**config.mk**
```make
export PLATFORM = sky130hd
export DESIGN_NAME = fssp_port
export DESIGN_NICKNAME = d
export VERILOG_FILES = /design/src/hw/fssp_port_fix.sv /design/src/hw/fssp_pkg.sv /design/src/hw/fssp_fifo.sv /design/src/hw/fssp_port.sv
export VERILOG_INCLUDE_DIRS = /design/src /design/src/hw
export SDC_FILE = /design/constraint.sdc
export NUM_CORES = 1
export LEC_CHECK = 0
export BUFFER_PORTS_ARGS = -buffer_cell sky130_fd_sc_hd__buf_4
export CAP_MARGIN = 20
export CELL_PAD_IN_SITES_DETAIL_PLACEMENT = 1
export CELL_PAD_IN_SITES_GLOBAL_PLACEMENT = 1
export CORE_ASPECT_RATIO = 0.9
export CORE_MARGIN = 4
export CORE_UTILIZATION = 35
export CTS_CLUSTER_DIAMETER = 100
export DETAILED_ROUTE_END_ITERATION = 10
export HOLD_SLACK_MARGIN = 0.02
export PLACE_DENSITY_LB_ADDON = 0.12
export SLEW_MARGIN = 15
export SYNTH_ARGS = -nofsm -noshare
export SYNTH_HDL_FRONTEND = slang
export SYNTH_SLANG_ARGS = --single-unit
```
**constraint.sdc**
```tcl
create_clock -name clk -period 3.13 [get_ports clk]
set_input_delay 0.4695 -clock clk [delete_from_list [all_inputs] [get_ports clk]]
set_output_delay 0.4695 -clock clk [all_outputs]
set_load 0.02 [all_outputs]
```
**src/hw/fssp_map.svh**
```systemverilog
// Purpose : constants of the framed synchronous serial port
// Assumes : included by bare name; guarded against double inclusion
// Notes   : widths, counts, pin bit positions and reset values only
`ifndef FSSP_MAP_SVH
`define FSSP_MAP_SVH

`define FSSP_WORD_W      16
`define FSSP_BYTE_W      8
`define FSSP_CNT_W       5
`define FSSP_LEN_WORD    5'h10
`define FSSP_LEN_BYTE    5'h08
`define FSSP_FIFO_DEPTH  8
`define FSSP_BIT_DIV     4
`define FSSP_SYNC_N      5
`define FSSP_PIN_TCLK    0
`define FSSP_PIN_TFS     1
`define FSSP_PIN_RCLK    2
`define FSSP_PIN_RFS     3
`define FSSP_PIN_DIN     4
`define FSSP_TRANSMIT_READY_FLAG_RST    1'b1
`define FSSP_RECEIVE_READY_FLAG_RST    1'b0

`endif

```
**src/hw/fssp_port_fix.sv**
```systemverilog
`timescale 1ns/1ps

```
**src/hw/fssp_pkg.sv**
```systemverilog
// Purpose : shared types of the framed synchronous serial port
// Assumes : fssp_map.svh on the include path
// Notes   : state codes are gray along the usual path, except receive SHIFT back to IDLE and transmit IDLE to ARM under outside frame sync
package fssp_pkg;
`include "fssp_map.svh"

    typedef logic [`FSSP_WORD_W-1:0] fssp_word_t;
    typedef logic [`FSSP_CNT_W-1:0]  fssp_cnt_t;

    typedef enum logic [1:0] {
        FSSP_TX_IDLE  = 2'h0,
        FSSP_TX_SYNC  = 2'h1,
        FSSP_TX_ARM   = 2'h3,
        FSSP_TX_SHIFT = 2'h2
    } fssp_tx_state_t;

    typedef enum logic [1:0] {
        FSSP_RX_IDLE  = 2'h0,
        FSSP_RX_ARM   = 2'h1,
        FSSP_RX_SHIFT = 2'h3
    } fssp_rx_state_t;

endpackage

```
**src/hw/fssp_fifo.sv**
```systemverilog
// Purpose : small first-in first-out buffer with valid/ready on both sides
// Assumes : single clock, synchronous active-high reset
// Notes   : depth must be a power of two; full and empty come from the count
`timescale 1ns/1ps
module fssp_fifo #(
    parameter int W = 16,
    parameter int D = 8
) (
    input  wire logic         clk,       // system clock
    input  wire logic         rst,       // synchronous reset
    input  wire logic         in_valid,  // producer offers a word
    output logic              in_ready,  // room for a word
    input  wire logic [W-1:0] in_data,   // offered word
    output logic              out_valid, // a word is waiting
    input  wire logic         out_ready, // consumer takes the word
    output logic [W-1:0]      out_data   // oldest word
);
    localparam int AW = $clog2(D);

    logic [W-1:0]  mem_q [D];
    logic [AW-1:0] wr_q, wr_d, rd_q, rd_d;
    logic [AW:0]   cnt_q, cnt_d;
    logic          push, pop;

    assign in_ready  = (cnt_q != D[AW:0]);
    assign out_valid = (cnt_q != '0);
    assign out_data  = mem_q[rd_q];
    assign push      = in_valid && in_ready;
    assign pop       = out_valid && out_ready;

    always_comb begin
        wr_d  = push ? wr_q + 1'b1 : wr_q;
        rd_d  = pop ? rd_q + 1'b1 : rd_q;
        cnt_d = cnt_q;
        if (push && !pop) begin
            cnt_d = cnt_q + 1'b1;
        end else if (pop && !push) begin
            cnt_d = cnt_q - 1'b1;
        end
    end

    always_ff @(posedge clk) begin
        if (rst) begin
            wr_q  <= '0;
            rd_q  <= '0;
            cnt_q <= '0;
        end else begin
            wr_q  <= wr_d;
            rd_q  <= rd_d;
            cnt_q <= cnt_d;
        end
    end

    // storage needs no reset; only words behind the count are ever read
    always_ff @(posedge clk) begin
        if (push) begin
            mem_q[wr_q] <= in_data;
        end
    end
endmodule

```
**src/hw/fssp_port.sv**
```systemverilog
// Purpose : double-buffered full-duplex framed synchronous serial port
// Assumes : clk is the machine clock (40 MHz); all pins are asynchronous to it
// Notes   : holding registers are reached through plain strobes and ports
`timescale 1ns/1ps
`include "fssp_map.svh"
module fssp_port (
    input  wire logic                 clk,                    // machine clock
    input  wire logic                 rst,                    // synchronous reset, active high
    input  wire logic                 cfg_fmt_8bit,           // 1: 8-bit packets, 0: 16-bit
    input  wire logic                 cfg_burst,              // 1: burst framing, 0: continuous
    input  wire logic                 cfg_int_clock,          // 1: port makes transmit bit clock
    input  wire logic                 cfg_int_fsync,          // 1: port makes transmit frame sync
    input  wire logic                 tx_enable,              // 0 halts the transmitter
    input  wire logic                 rx_enable,              // 0 halts the receiver
    input  wire logic                 tx_wr,                  // write strobe, transmit holding register
    input  wire fssp_pkg::fssp_word_t tx_wdata,               // data written
    input  wire logic                 rx_rd,                  // read strobe, receive holding register
    output fssp_pkg::fssp_word_t      receive_holding_reg,    // received packet, passed on oldest first from the buffer
    output logic                      transmit_ready_flag,    // transmit holding may be written
    output logic                      receive_ready_flag,     // receive holding holds new data
    output logic                      transmit_irq,           // one-cycle pulse per transmit copy
    output logic                      receive_irq,            // one-cycle pulse per receive copy
    output logic                      tx_shift_empty,         // shift register empty: transmitter in IDLE or SYNC
    output logic                      rx_overrun,             // packet lost, buffer full
    input  wire logic                 transmit_bit_clock_i,   // pin level in
    output logic                      transmit_bit_clock_o,   // pin level out
    output logic                      transmit_bit_clock_oe,  // pin driven
    input  wire logic                 transmit_frame_sync_i,  // pin level in
    output logic                      transmit_frame_sync_o,  // pin level out
    output logic                      transmit_frame_sync_oe, // pin driven
    output logic                      serial_out_pin_o,       // serial data out
    output logic                      serial_out_pin_oe,      // serial data driven
    input  wire logic                 receive_bit_clock,      // receive clock pin
    input  wire logic                 receive_frame_sync,     // receive frame pin
    input  wire logic                 serial_in_pin           // serial data in
);
    import fssp_pkg::*;

    // ----------------------------------------------------------------
    // pin synchronisers and edge detect
    // ----------------------------------------------------------------
    logic [`FSSP_SYNC_N-1:0] pin_raw, sync1_q, sync2_q, prev_q;

    assign pin_raw = {serial_in_pin, receive_frame_sync, receive_bit_clock,
                      transmit_frame_sync_i, transmit_bit_clock_i};

    genvar gi;
    generate
        for (gi = 0; gi < `FSSP_SYNC_N; gi++) begin : g_sync
            always_ff @(posedge clk) begin
                if (rst) begin
                    sync1_q[gi] <= 1'b0;
                    sync2_q[gi] <= 1'b0;
                    prev_q[gi]  <= 1'b0;
                end else begin
                    sync1_q[gi] <= pin_raw[gi];
                    sync2_q[gi] <= sync1_q[gi];
                    prev_q[gi]  <= sync2_q[gi];
                end
            end
        end
    endgenerate

    logic      ext_tx_rise, ext_tx_fall, rx_fall, rfs, tfs_ext, din;
    fssp_cnt_t pkt_len;

    assign ext_tx_rise = sync2_q[`FSSP_PIN_TCLK] && !prev_q[`FSSP_PIN_TCLK];
    assign ext_tx_fall = !sync2_q[`FSSP_PIN_TCLK] && prev_q[`FSSP_PIN_TCLK];
    assign rx_fall     = !sync2_q[`FSSP_PIN_RCLK] && prev_q[`FSSP_PIN_RCLK];
    assign rfs         = sync2_q[`FSSP_PIN_RFS];
    assign tfs_ext     = sync2_q[`FSSP_PIN_TFS];
    assign din         = sync2_q[`FSSP_PIN_DIN];
    assign pkt_len     = cfg_fmt_8bit ? `FSSP_LEN_BYTE : `FSSP_LEN_WORD;

    // ----------------------------------------------------------------
    // transmit side
    // ----------------------------------------------------------------
    fssp_tx_state_t tx_st_q, tx_st_d;
    fssp_word_t     thold_q, thold_d, tsh_q, tsh_d;
    fssp_cnt_t      tbits_q, tbits_d;
    logic           tfull_q, tfull_d, transmit_ready_flag_q, transmit_ready_flag_d, xirq_q, xirq_d;
    logic           fsseen_q, fsseen_d, div_q, div_d, clkint_q, clkint_d;
    logic           fs_q, fs_d, dout_q, dout_d, doe_q, doe_d;
    logic           clkoe_q, clkoe_d, fsoe_q, fsoe_d, tsempty_q, tsempty_d;
    logic           tx_rise, tx_fall;
    fssp_word_t     thold_aligned;

    // internal bit clock toggles every second machine clock: clk/4
    assign tx_rise = cfg_int_clock ? (div_q && !clkint_q) : ext_tx_rise;
    assign tx_fall = cfg_int_clock ? (div_q && clkint_q) : ext_tx_fall;
    // 8-bit packets are left-aligned so the first bit is always bit 15
    assign thold_aligned = cfg_fmt_8bit ? {thold_q[`FSSP_BYTE_W-1:0], {`FSSP_BYTE_W{1'b0}}} : thold_q;

    always_comb begin
        tx_st_d   = tx_st_q;
        thold_d   = thold_q;
        tsh_d     = tsh_q;
        tbits_d   = tbits_q;
        tfull_d   = tfull_q;
        transmit_ready_flag_d    = transmit_ready_flag_q;
        xirq_d    = 1'b0;
        fsseen_d  = fsseen_q;
        fs_d      = fs_q;
        dout_d    = dout_q;
        doe_d     = doe_q;
        div_d     = !div_q;
        clkint_d  = div_q ? !clkint_q : clkint_q;
        clkoe_d   = cfg_int_clock;
        fsoe_d    = cfg_int_fsync;
        if (tx_wr) begin
            thold_d = tx_wdata;
            tfull_d = 1'b1;
            transmit_ready_flag_d  = 1'b0;
        end
        if (!tx_enable) begin
            tx_st_d  = FSSP_TX_IDLE;
            fs_d     = 1'b0;
            doe_d    = 1'b0;
            fsseen_d = 1'b0;
        end else begin
            case (tx_st_q)
                FSSP_TX_IDLE: begin
                    if (tfull_q) begin
                        if (cfg_int_fsync) begin
                            if (tx_rise) begin
                                fs_d    = 1'b1;
                                tx_st_d = FSSP_TX_SYNC;
                            end
                        end else begin
                            tsh_d   = thold_aligned;
                            tfull_d = tx_wr;
                            transmit_ready_flag_d  = 1'b1;
                            xirq_d  = 1'b1;
                            tx_st_d = FSSP_TX_ARM;
                        end
                    end
                end
                FSSP_TX_SYNC: begin
                    // copy on the falling edge inside the frame pulse
                    if (tx_fall) begin
                        tsh_d    = thold_aligned;
                        tfull_d  = tx_wr;
                        transmit_ready_flag_d   = 1'b1;
                        xirq_d   = 1'b1;
                        fsseen_d = 1'b1;
                        tx_st_d  = FSSP_TX_ARM;
                    end
                end
                FSSP_TX_ARM: begin
                    if (tx_fall && tfs_ext && !cfg_int_fsync) begin
                        fsseen_d = 1'b1;
                    end
                    if (tx_rise && fsseen_q) begin
                        fs_d     = 1'b0;
                        fsseen_d = 1'b0;
                        dout_d   = tsh_q[`FSSP_WORD_W-1];
                        tsh_d    = {tsh_q[`FSSP_WORD_W-2:0], 1'b0};
                        doe_d    = 1'b1;
                        tbits_d  = pkt_len - 1'b1;
                        tx_st_d  = FSSP_TX_SHIFT;
                    end
                end
                FSSP_TX_SHIFT: begin
                    if (tx_rise) begin
                        if (tbits_q != '0) begin
                            dout_d  = tsh_q[`FSSP_WORD_W-1];
                            tsh_d   = {tsh_q[`FSSP_WORD_W-2:0], 1'b0};
                            tbits_d = tbits_q - 1'b1;
                        end else if (!cfg_burst && tfull_q) begin
                            // continuous: next word follows with no new pulse
                            dout_d  = thold_aligned[`FSSP_WORD_W-1];
                            tsh_d   = {thold_aligned[`FSSP_WORD_W-2:0], 1'b0};
                            tbits_d = pkt_len - 1'b1;
                            tfull_d = tx_wr;
                            transmit_ready_flag_d  = 1'b1;
                            xirq_d  = 1'b1;
                        end else begin
                            doe_d   = 1'b0;
                            tx_st_d = FSSP_TX_IDLE;
                        end
                    end
                end
                default: begin
                    tx_st_d = FSSP_TX_IDLE;
                end
            endcase
        end
        tsempty_d = (tx_st_d == FSSP_TX_IDLE) || (tx_st_d == FSSP_TX_SYNC);
    end

    always_ff @(posedge clk) begin
        if (rst) begin
            tx_st_q   <= FSSP_TX_IDLE;
            thold_q   <= '0;
            tsh_q     <= '0;
            tbits_q   <= '0;
            tfull_q   <= 1'b0;
            transmit_ready_flag_q    <= `FSSP_TRANSMIT_READY_FLAG_RST;
            xirq_q    <= 1'b0;
            fsseen_q  <= 1'b0;
            fs_q      <= 1'b0;
            dout_q    <= 1'b0;
            doe_q     <= 1'b0;
            div_q     <= 1'b0;
            clkint_q  <= 1'b0;
            clkoe_q   <= 1'b0;
            fsoe_q    <= 1'b0;
            tsempty_q <= 1'b1;
        end else begin
            tx_st_q   <= tx_st_d;
            thold_q   <= thold_d;
            tsh_q     <= tsh_d;
            tbits_q   <= tbits_d;
            tfull_q   <= tfull_d;
            transmit_ready_flag_q    <= transmit_ready_flag_d;
            xirq_q    <= xirq_d;
            fsseen_q  <= fsseen_d;
            fs_q      <= fs_d;
            dout_q    <= dout_d;
            doe_q     <= doe_d;
            div_q     <= div_d;
            clkint_q  <= clkint_d;
            clkoe_q   <= clkoe_d;
            fsoe_q    <= fsoe_d;
            tsempty_q <= tsempty_d;
        end
    end

    // ----------------------------------------------------------------
    // receive side
    // ----------------------------------------------------------------
    fssp_rx_state_t rx_st_q, rx_st_d;
    fssp_word_t     rsh_q, rsh_d, rhold_q, rhold_d, push_data, pop_data;
    fssp_cnt_t      rbits_q, rbits_d;
    logic           receive_ready_flag_q, receive_ready_flag_d, rirq_q, rirq_d, ovr_q, ovr_d;
    logic           push_valid, push_ready, pop_valid, pop_ready;

    // a full buffer drops the new packet and flags overrun instead of stalling the wire
    fssp_fifo #(
        .W (`FSSP_WORD_W),
        .D (`FSSP_FIFO_DEPTH)
    ) u_rx_fifo (
        .clk       (clk),
        .rst       (rst),
        .in_valid  (push_valid),
        .in_ready  (push_ready),
        .in_data   (push_data),
        .out_valid (pop_valid),
        .out_ready (pop_ready),
        .out_data  (pop_data)
    );

    assign push_data = {rsh_q[`FSSP_WORD_W-2:0], din};
    assign pop_ready = !receive_ready_flag_q || rx_rd;

    always_comb begin
        rx_st_d    = rx_st_q;
        rsh_d      = rsh_q;
        rbits_d    = rbits_q;
        ovr_d      = ovr_q;
        push_valid = 1'b0;
        if (!rx_enable) begin
            rx_st_d = FSSP_RX_IDLE;
            ovr_d   = 1'b0;
        end else begin
            case (rx_st_q)
                FSSP_RX_IDLE: begin
                    if (rx_fall && rfs) begin
                        rx_st_d = FSSP_RX_ARM;
                    end
                end
                FSSP_RX_ARM: begin
                    if (rx_fall && !rfs) begin
                        rsh_d   = {{(`FSSP_WORD_W-1){1'b0}}, din};
                        rbits_d = pkt_len - 1'b1;
                        rx_st_d = FSSP_RX_SHIFT;
                    end
                end
                FSSP_RX_SHIFT: begin
                    if (rx_fall) begin
                        rsh_d   = push_data;
                        rbits_d = rbits_q - 1'b1;
                        if (rbits_q == 5'h01) begin
                            push_valid = 1'b1;
                            if (!push_ready) begin
                                ovr_d = 1'b1;
                            end
                            rsh_d   = '0;
                            rbits_d = pkt_len;
                            rx_st_d = cfg_burst ? FSSP_RX_IDLE : FSSP_RX_SHIFT;
                        end
                    end
                end
                default: begin
                    rx_st_d = FSSP_RX_IDLE;
                end
            endcase
        end
        rhold_d = rhold_q;
        receive_ready_flag_d  = receive_ready_flag_q;
        rirq_d  = 1'b0;
        if (rx_rd) begin
            receive_ready_flag_d = 1'b0;
        end
        // new data wins over a read in the same cycle
        if (pop_valid && pop_ready) begin
            rhold_d = pop_data;
            receive_ready_flag_d  = 1'b1;
            rirq_d  = 1'b1;
        end
    end

    always_ff @(posedge clk) begin
        if (rst) begin
            rx_st_q <= FSSP_RX_IDLE;
            rsh_q   <= '0;
            rbits_q <= '0;
            rhold_q <= '0;
            receive_ready_flag_q  <= `FSSP_RECEIVE_READY_FLAG_RST;
            rirq_q  <= 1'b0;
            ovr_q   <= 1'b0;
        end else begin
            rx_st_q <= rx_st_d;
            rsh_q   <= rsh_d;
            rbits_q <= rbits_d;
            rhold_q <= rhold_d;
            receive_ready_flag_q  <= receive_ready_flag_d;
            rirq_q  <= rirq_d;
            ovr_q   <= ovr_d;
        end
    end

    // ----------------------------------------------------------------
    // outputs; shift registers never reach a port
    // ----------------------------------------------------------------
    assign receive_holding_reg    = rhold_q;
    assign transmit_ready_flag    = transmit_ready_flag_q;
    assign receive_ready_flag     = receive_ready_flag_q;
    assign transmit_irq           = xirq_q;
    assign receive_irq            = rirq_q;
    assign tx_shift_empty         = tsempty_q;
    assign rx_overrun             = ovr_q;
    assign transmit_bit_clock_o   = clkint_q;
    assign transmit_bit_clock_oe  = clkoe_q;
    assign transmit_frame_sync_o  = fs_q;
    assign transmit_frame_sync_oe = fsoe_q;
    assign serial_out_pin_o       = dout_q;
    assign serial_out_pin_oe      = doe_q;
endmodule

```
==> results.ini <==
[synth]
netlist_instances = 722
ys_types = 67
synthTopCellsByArea = edfxtp_1 (39%), dfxtp_1 (23%), mux4_2 (7.4%)
synth_nets = 763
async_flop_share_pct = 0
yosysTopAreaCellShare_pct = 39.5
synth_largest_area_cell = edfxtp_1
postSynthAreaPerCell_um2 = 13.5
synth_edf_count = 128
yosysSeqAreaShare_pct = 62.9
yosys_warnings = 0
synth_flop_cell = edfxtp_1
ys_ff_latch = 242
syn_area_mm2 = 0.00974

[worst_setup_path]
worstSetupEndpointType = flop
startpoint_type = flop
reg2reg_to = u_rx_fifo.cnt_q[3]
r2r_start = rbits_q[1]
crit_type = flop to flop
cp_max_fo = 3
arrival_ns = 3.42
r2r_setup_slack_ns = 0.16
required_ns = 3.59
rr_worst_depth = 14

[clock_tree]
cts.sinks = 242
cts_buffer_depth = 3
clk_latency_ns = 0.53
cts_tree = built
cts_root_buf = clkbuf_16
clk_pin_slew_ns = 0.06
numCtsBuffers = 28
htreeDepth = 1
postCtsHoldBufs = 0

[global_route]
grt_max_degree = 60
antenna_found_initial = 0
grt_pass1_vias = 6565
grt_pass1_wl_um = 36900
grt_use_total_pct = 14.9
grt_overflow_total = 0

[sta]
setup_viol = 0
tightest_slew_ns = 1.01
relSlewSlack_pct = 32.5
layout_setup_ws_ns = 0.165
fmax_mhz = 337
hold_viol_final = 0
fin_crit_sh_pct = 94.7
fin_crit_ns = 2.97
slew_violations = 0
skew_ns = 0.0111

[placed_design]
hpwl_um = 14300
place_area_mm2 = 0.0106
place_inst = 1116
port_buffers = 58
place_congestion = 0.748
pre_cts_slack_ns = 0.0998

[status]
status = finished clean

[die]
die_h_um = 166
design.core.area_mm2 = 0.0272
die_w_um = 184
initial_utilization_pct = 35.8
std_cell_rows = 57
dieArea_mm2 = 0.0306
io_pins = 59

[finish]
area_delta_synth_final_pct = 18.5
regArea_mm2 = 0.00613
multi_input_area_mm2 = 0.00341
top_register = u_rx_fifo.mem_q
largest_reg_flops = 128
num-nets-final = 834
n_antenna_cell = 0
drive_gt1_share_pct = 23.7
stdcell_count = 1169
num-fill-cells = 2793
finalInstanceArea_mm2 = 0.0115

[detailed_routing]
routed_wl_um = 22900
wl_met3_um = 834
post-route-drc-count = 0
wl_met1_um = 10800
wl_per_cell_um = 19.6
wl_met2_um = 10800
via_count = 6049
drt_iter0_markers = 305
first_pass_iters = 4
ant_nets = 0
viasPerCell = 5.17
top_layer = met4

[worst_hold_path]
hold_depth = 2
holdPathEnd = sync1_q[3]
hp-class = input port to flop
hold_start = receive_frame_sync

[pwr]
total_power_uw = 8430
peakVddDrop_uv = 373
leakagePower_uw = 0.00416
powerDensity_mw_per_mm2 = 730

[flow_run]
drv_cap = 0

==> routing by layer <==
layer | track usage [%] | vias up
met5 | 0 | -
met4 | 3.34 | 0
met3 | 2.23 | 34
met2 | 23.7 | 99
met1 | 21.7 | 3047
li1 | - | 2869
==> logic make-up after synthesis <==
group           count (synthesis)  share of synthesized area [%]
simple gates                  202                           10.2
xor+xnor                        7                          0.630
flops                         242                           62.9
buf+inv                        57                           2.47
fa+ha+maj                      10                           1.36
compound gates                125                           10.2
mux                            79                           12.3
==> worst max-delay path by stage <==
stage                               to  slack [ns]       start  cells past startpoint
finish              u_rx_fifo.cnt_q[3]        0.16  rbits_q[1]                     14
global route        u_rx_fifo.cnt_q[3]       -0.03  rbits_q[1]                     14
CTS                 u_rx_fifo.cnt_q[3]        0.05  rbits_q[0]                     13
detailed placement  u_rx_fifo.cnt_q[3]         0.1  rbits_q[0]                     13
global placement    u_rx_fifo.cnt_q[3]        0.20  rbits_q[0]                     13
floorplan           u_rx_fifo.cnt_q[3]        0.14  rbits_q[0]                     13
==> area by class of cell <==
| cell class | instances | share of cell area (%) |
|---|---|---|
| Clock buffer | 38 | 6.58 |
| Clock inverter | 14 | 0.965 |
| Inverter | 16 | 0.520 |
| Multi-Input combinational cell | 423 | 29.5 |
| Sequential cell | 242 | 53.1 |
| Tap cell | 354 | 3.84 |
| Timing Repair Buffer | 82 | 5.44 |
==> worst max-delay path: stages (launching register included) <==
cell,delay [ns]
dfxtp_1,0.33
inv_1,0.09
ha_2,0.19
or4b_4,0.49
nor2_4,0.12
nand4_1,0.11
inv_1,0.11
ha_2,0.20
inv_2,0.07
ha_1,0.30
a21o_1,0.20
a21oi_2,0.15
xnor2_1,0.09
or3_1,0.32
a21oi_2,0.13
==> placed cells by master, fill, tap and decap left out, drive strengths merged, types with 7 or more instances in the layout <==
cell and count:
nor2 108, nand2b 8, a22oi 22, clkinv 12
mux4 32, buf 82, ha 9, edfxtp 128
inv 16, a22o 7, nor2b 19, nor3 11
mux2i 45, a21oi 24, dfxtp 114, a311oi 7
clkbuf 38, nand2 22, a211oi 28, o21ai 9
==> repair_timing <==
action | 4_1_cts | 5_1_grt
endpoints found under the hold margin | 0 | 0
setup endpoints to repair | 0 | 1
setup buffers | 0 | 1
gates resized for setup | 0 | 8
==> stage by stage <==
stage / hold slack, ns / utilization [%] / TNS [ns]
2_1_floorplan: 0.414 / - / 0
4_1_cts: 0.120 / 42.4 / 0
3_3_place_gp: 0.419 / 39.2 / 0
6_report: 0.154 / 42.5 / 0
5_1_grt: 0.132 / 42.5 / -0.0329
3_5_place_dp: 0.430 / 39.2 / 0
==> Yosys cell counts (6+ instances only) <==
cell type and instances:
edfxtp_1 128, dfxtp_1 114, nor2_1 106, mux2i_1 45, mux4_2 32, clkbuf_1 26
a21oi_1 24, a22oi_1 22, nand2_1 22, a211oi_1 19, nor2b_1 19, inv_1 16
a211oi_2 9, ha_1 9, o21ai_0 9, nand2b_1 8, nor3_1 8, a22o_1 7
a311oi_2 6, buf_1 6, buf_2 6, o211ai_1 6, or2_2 6
==> power by group <==
group / switching, uW / internal (uW) / total [uW]
registers: 130 / 3490 / 3620
clock network: 1220 / 1850 / 3070
logic: 963 / 778 / 1740
No activity file was read; power rests on OpenSTA's default activity.
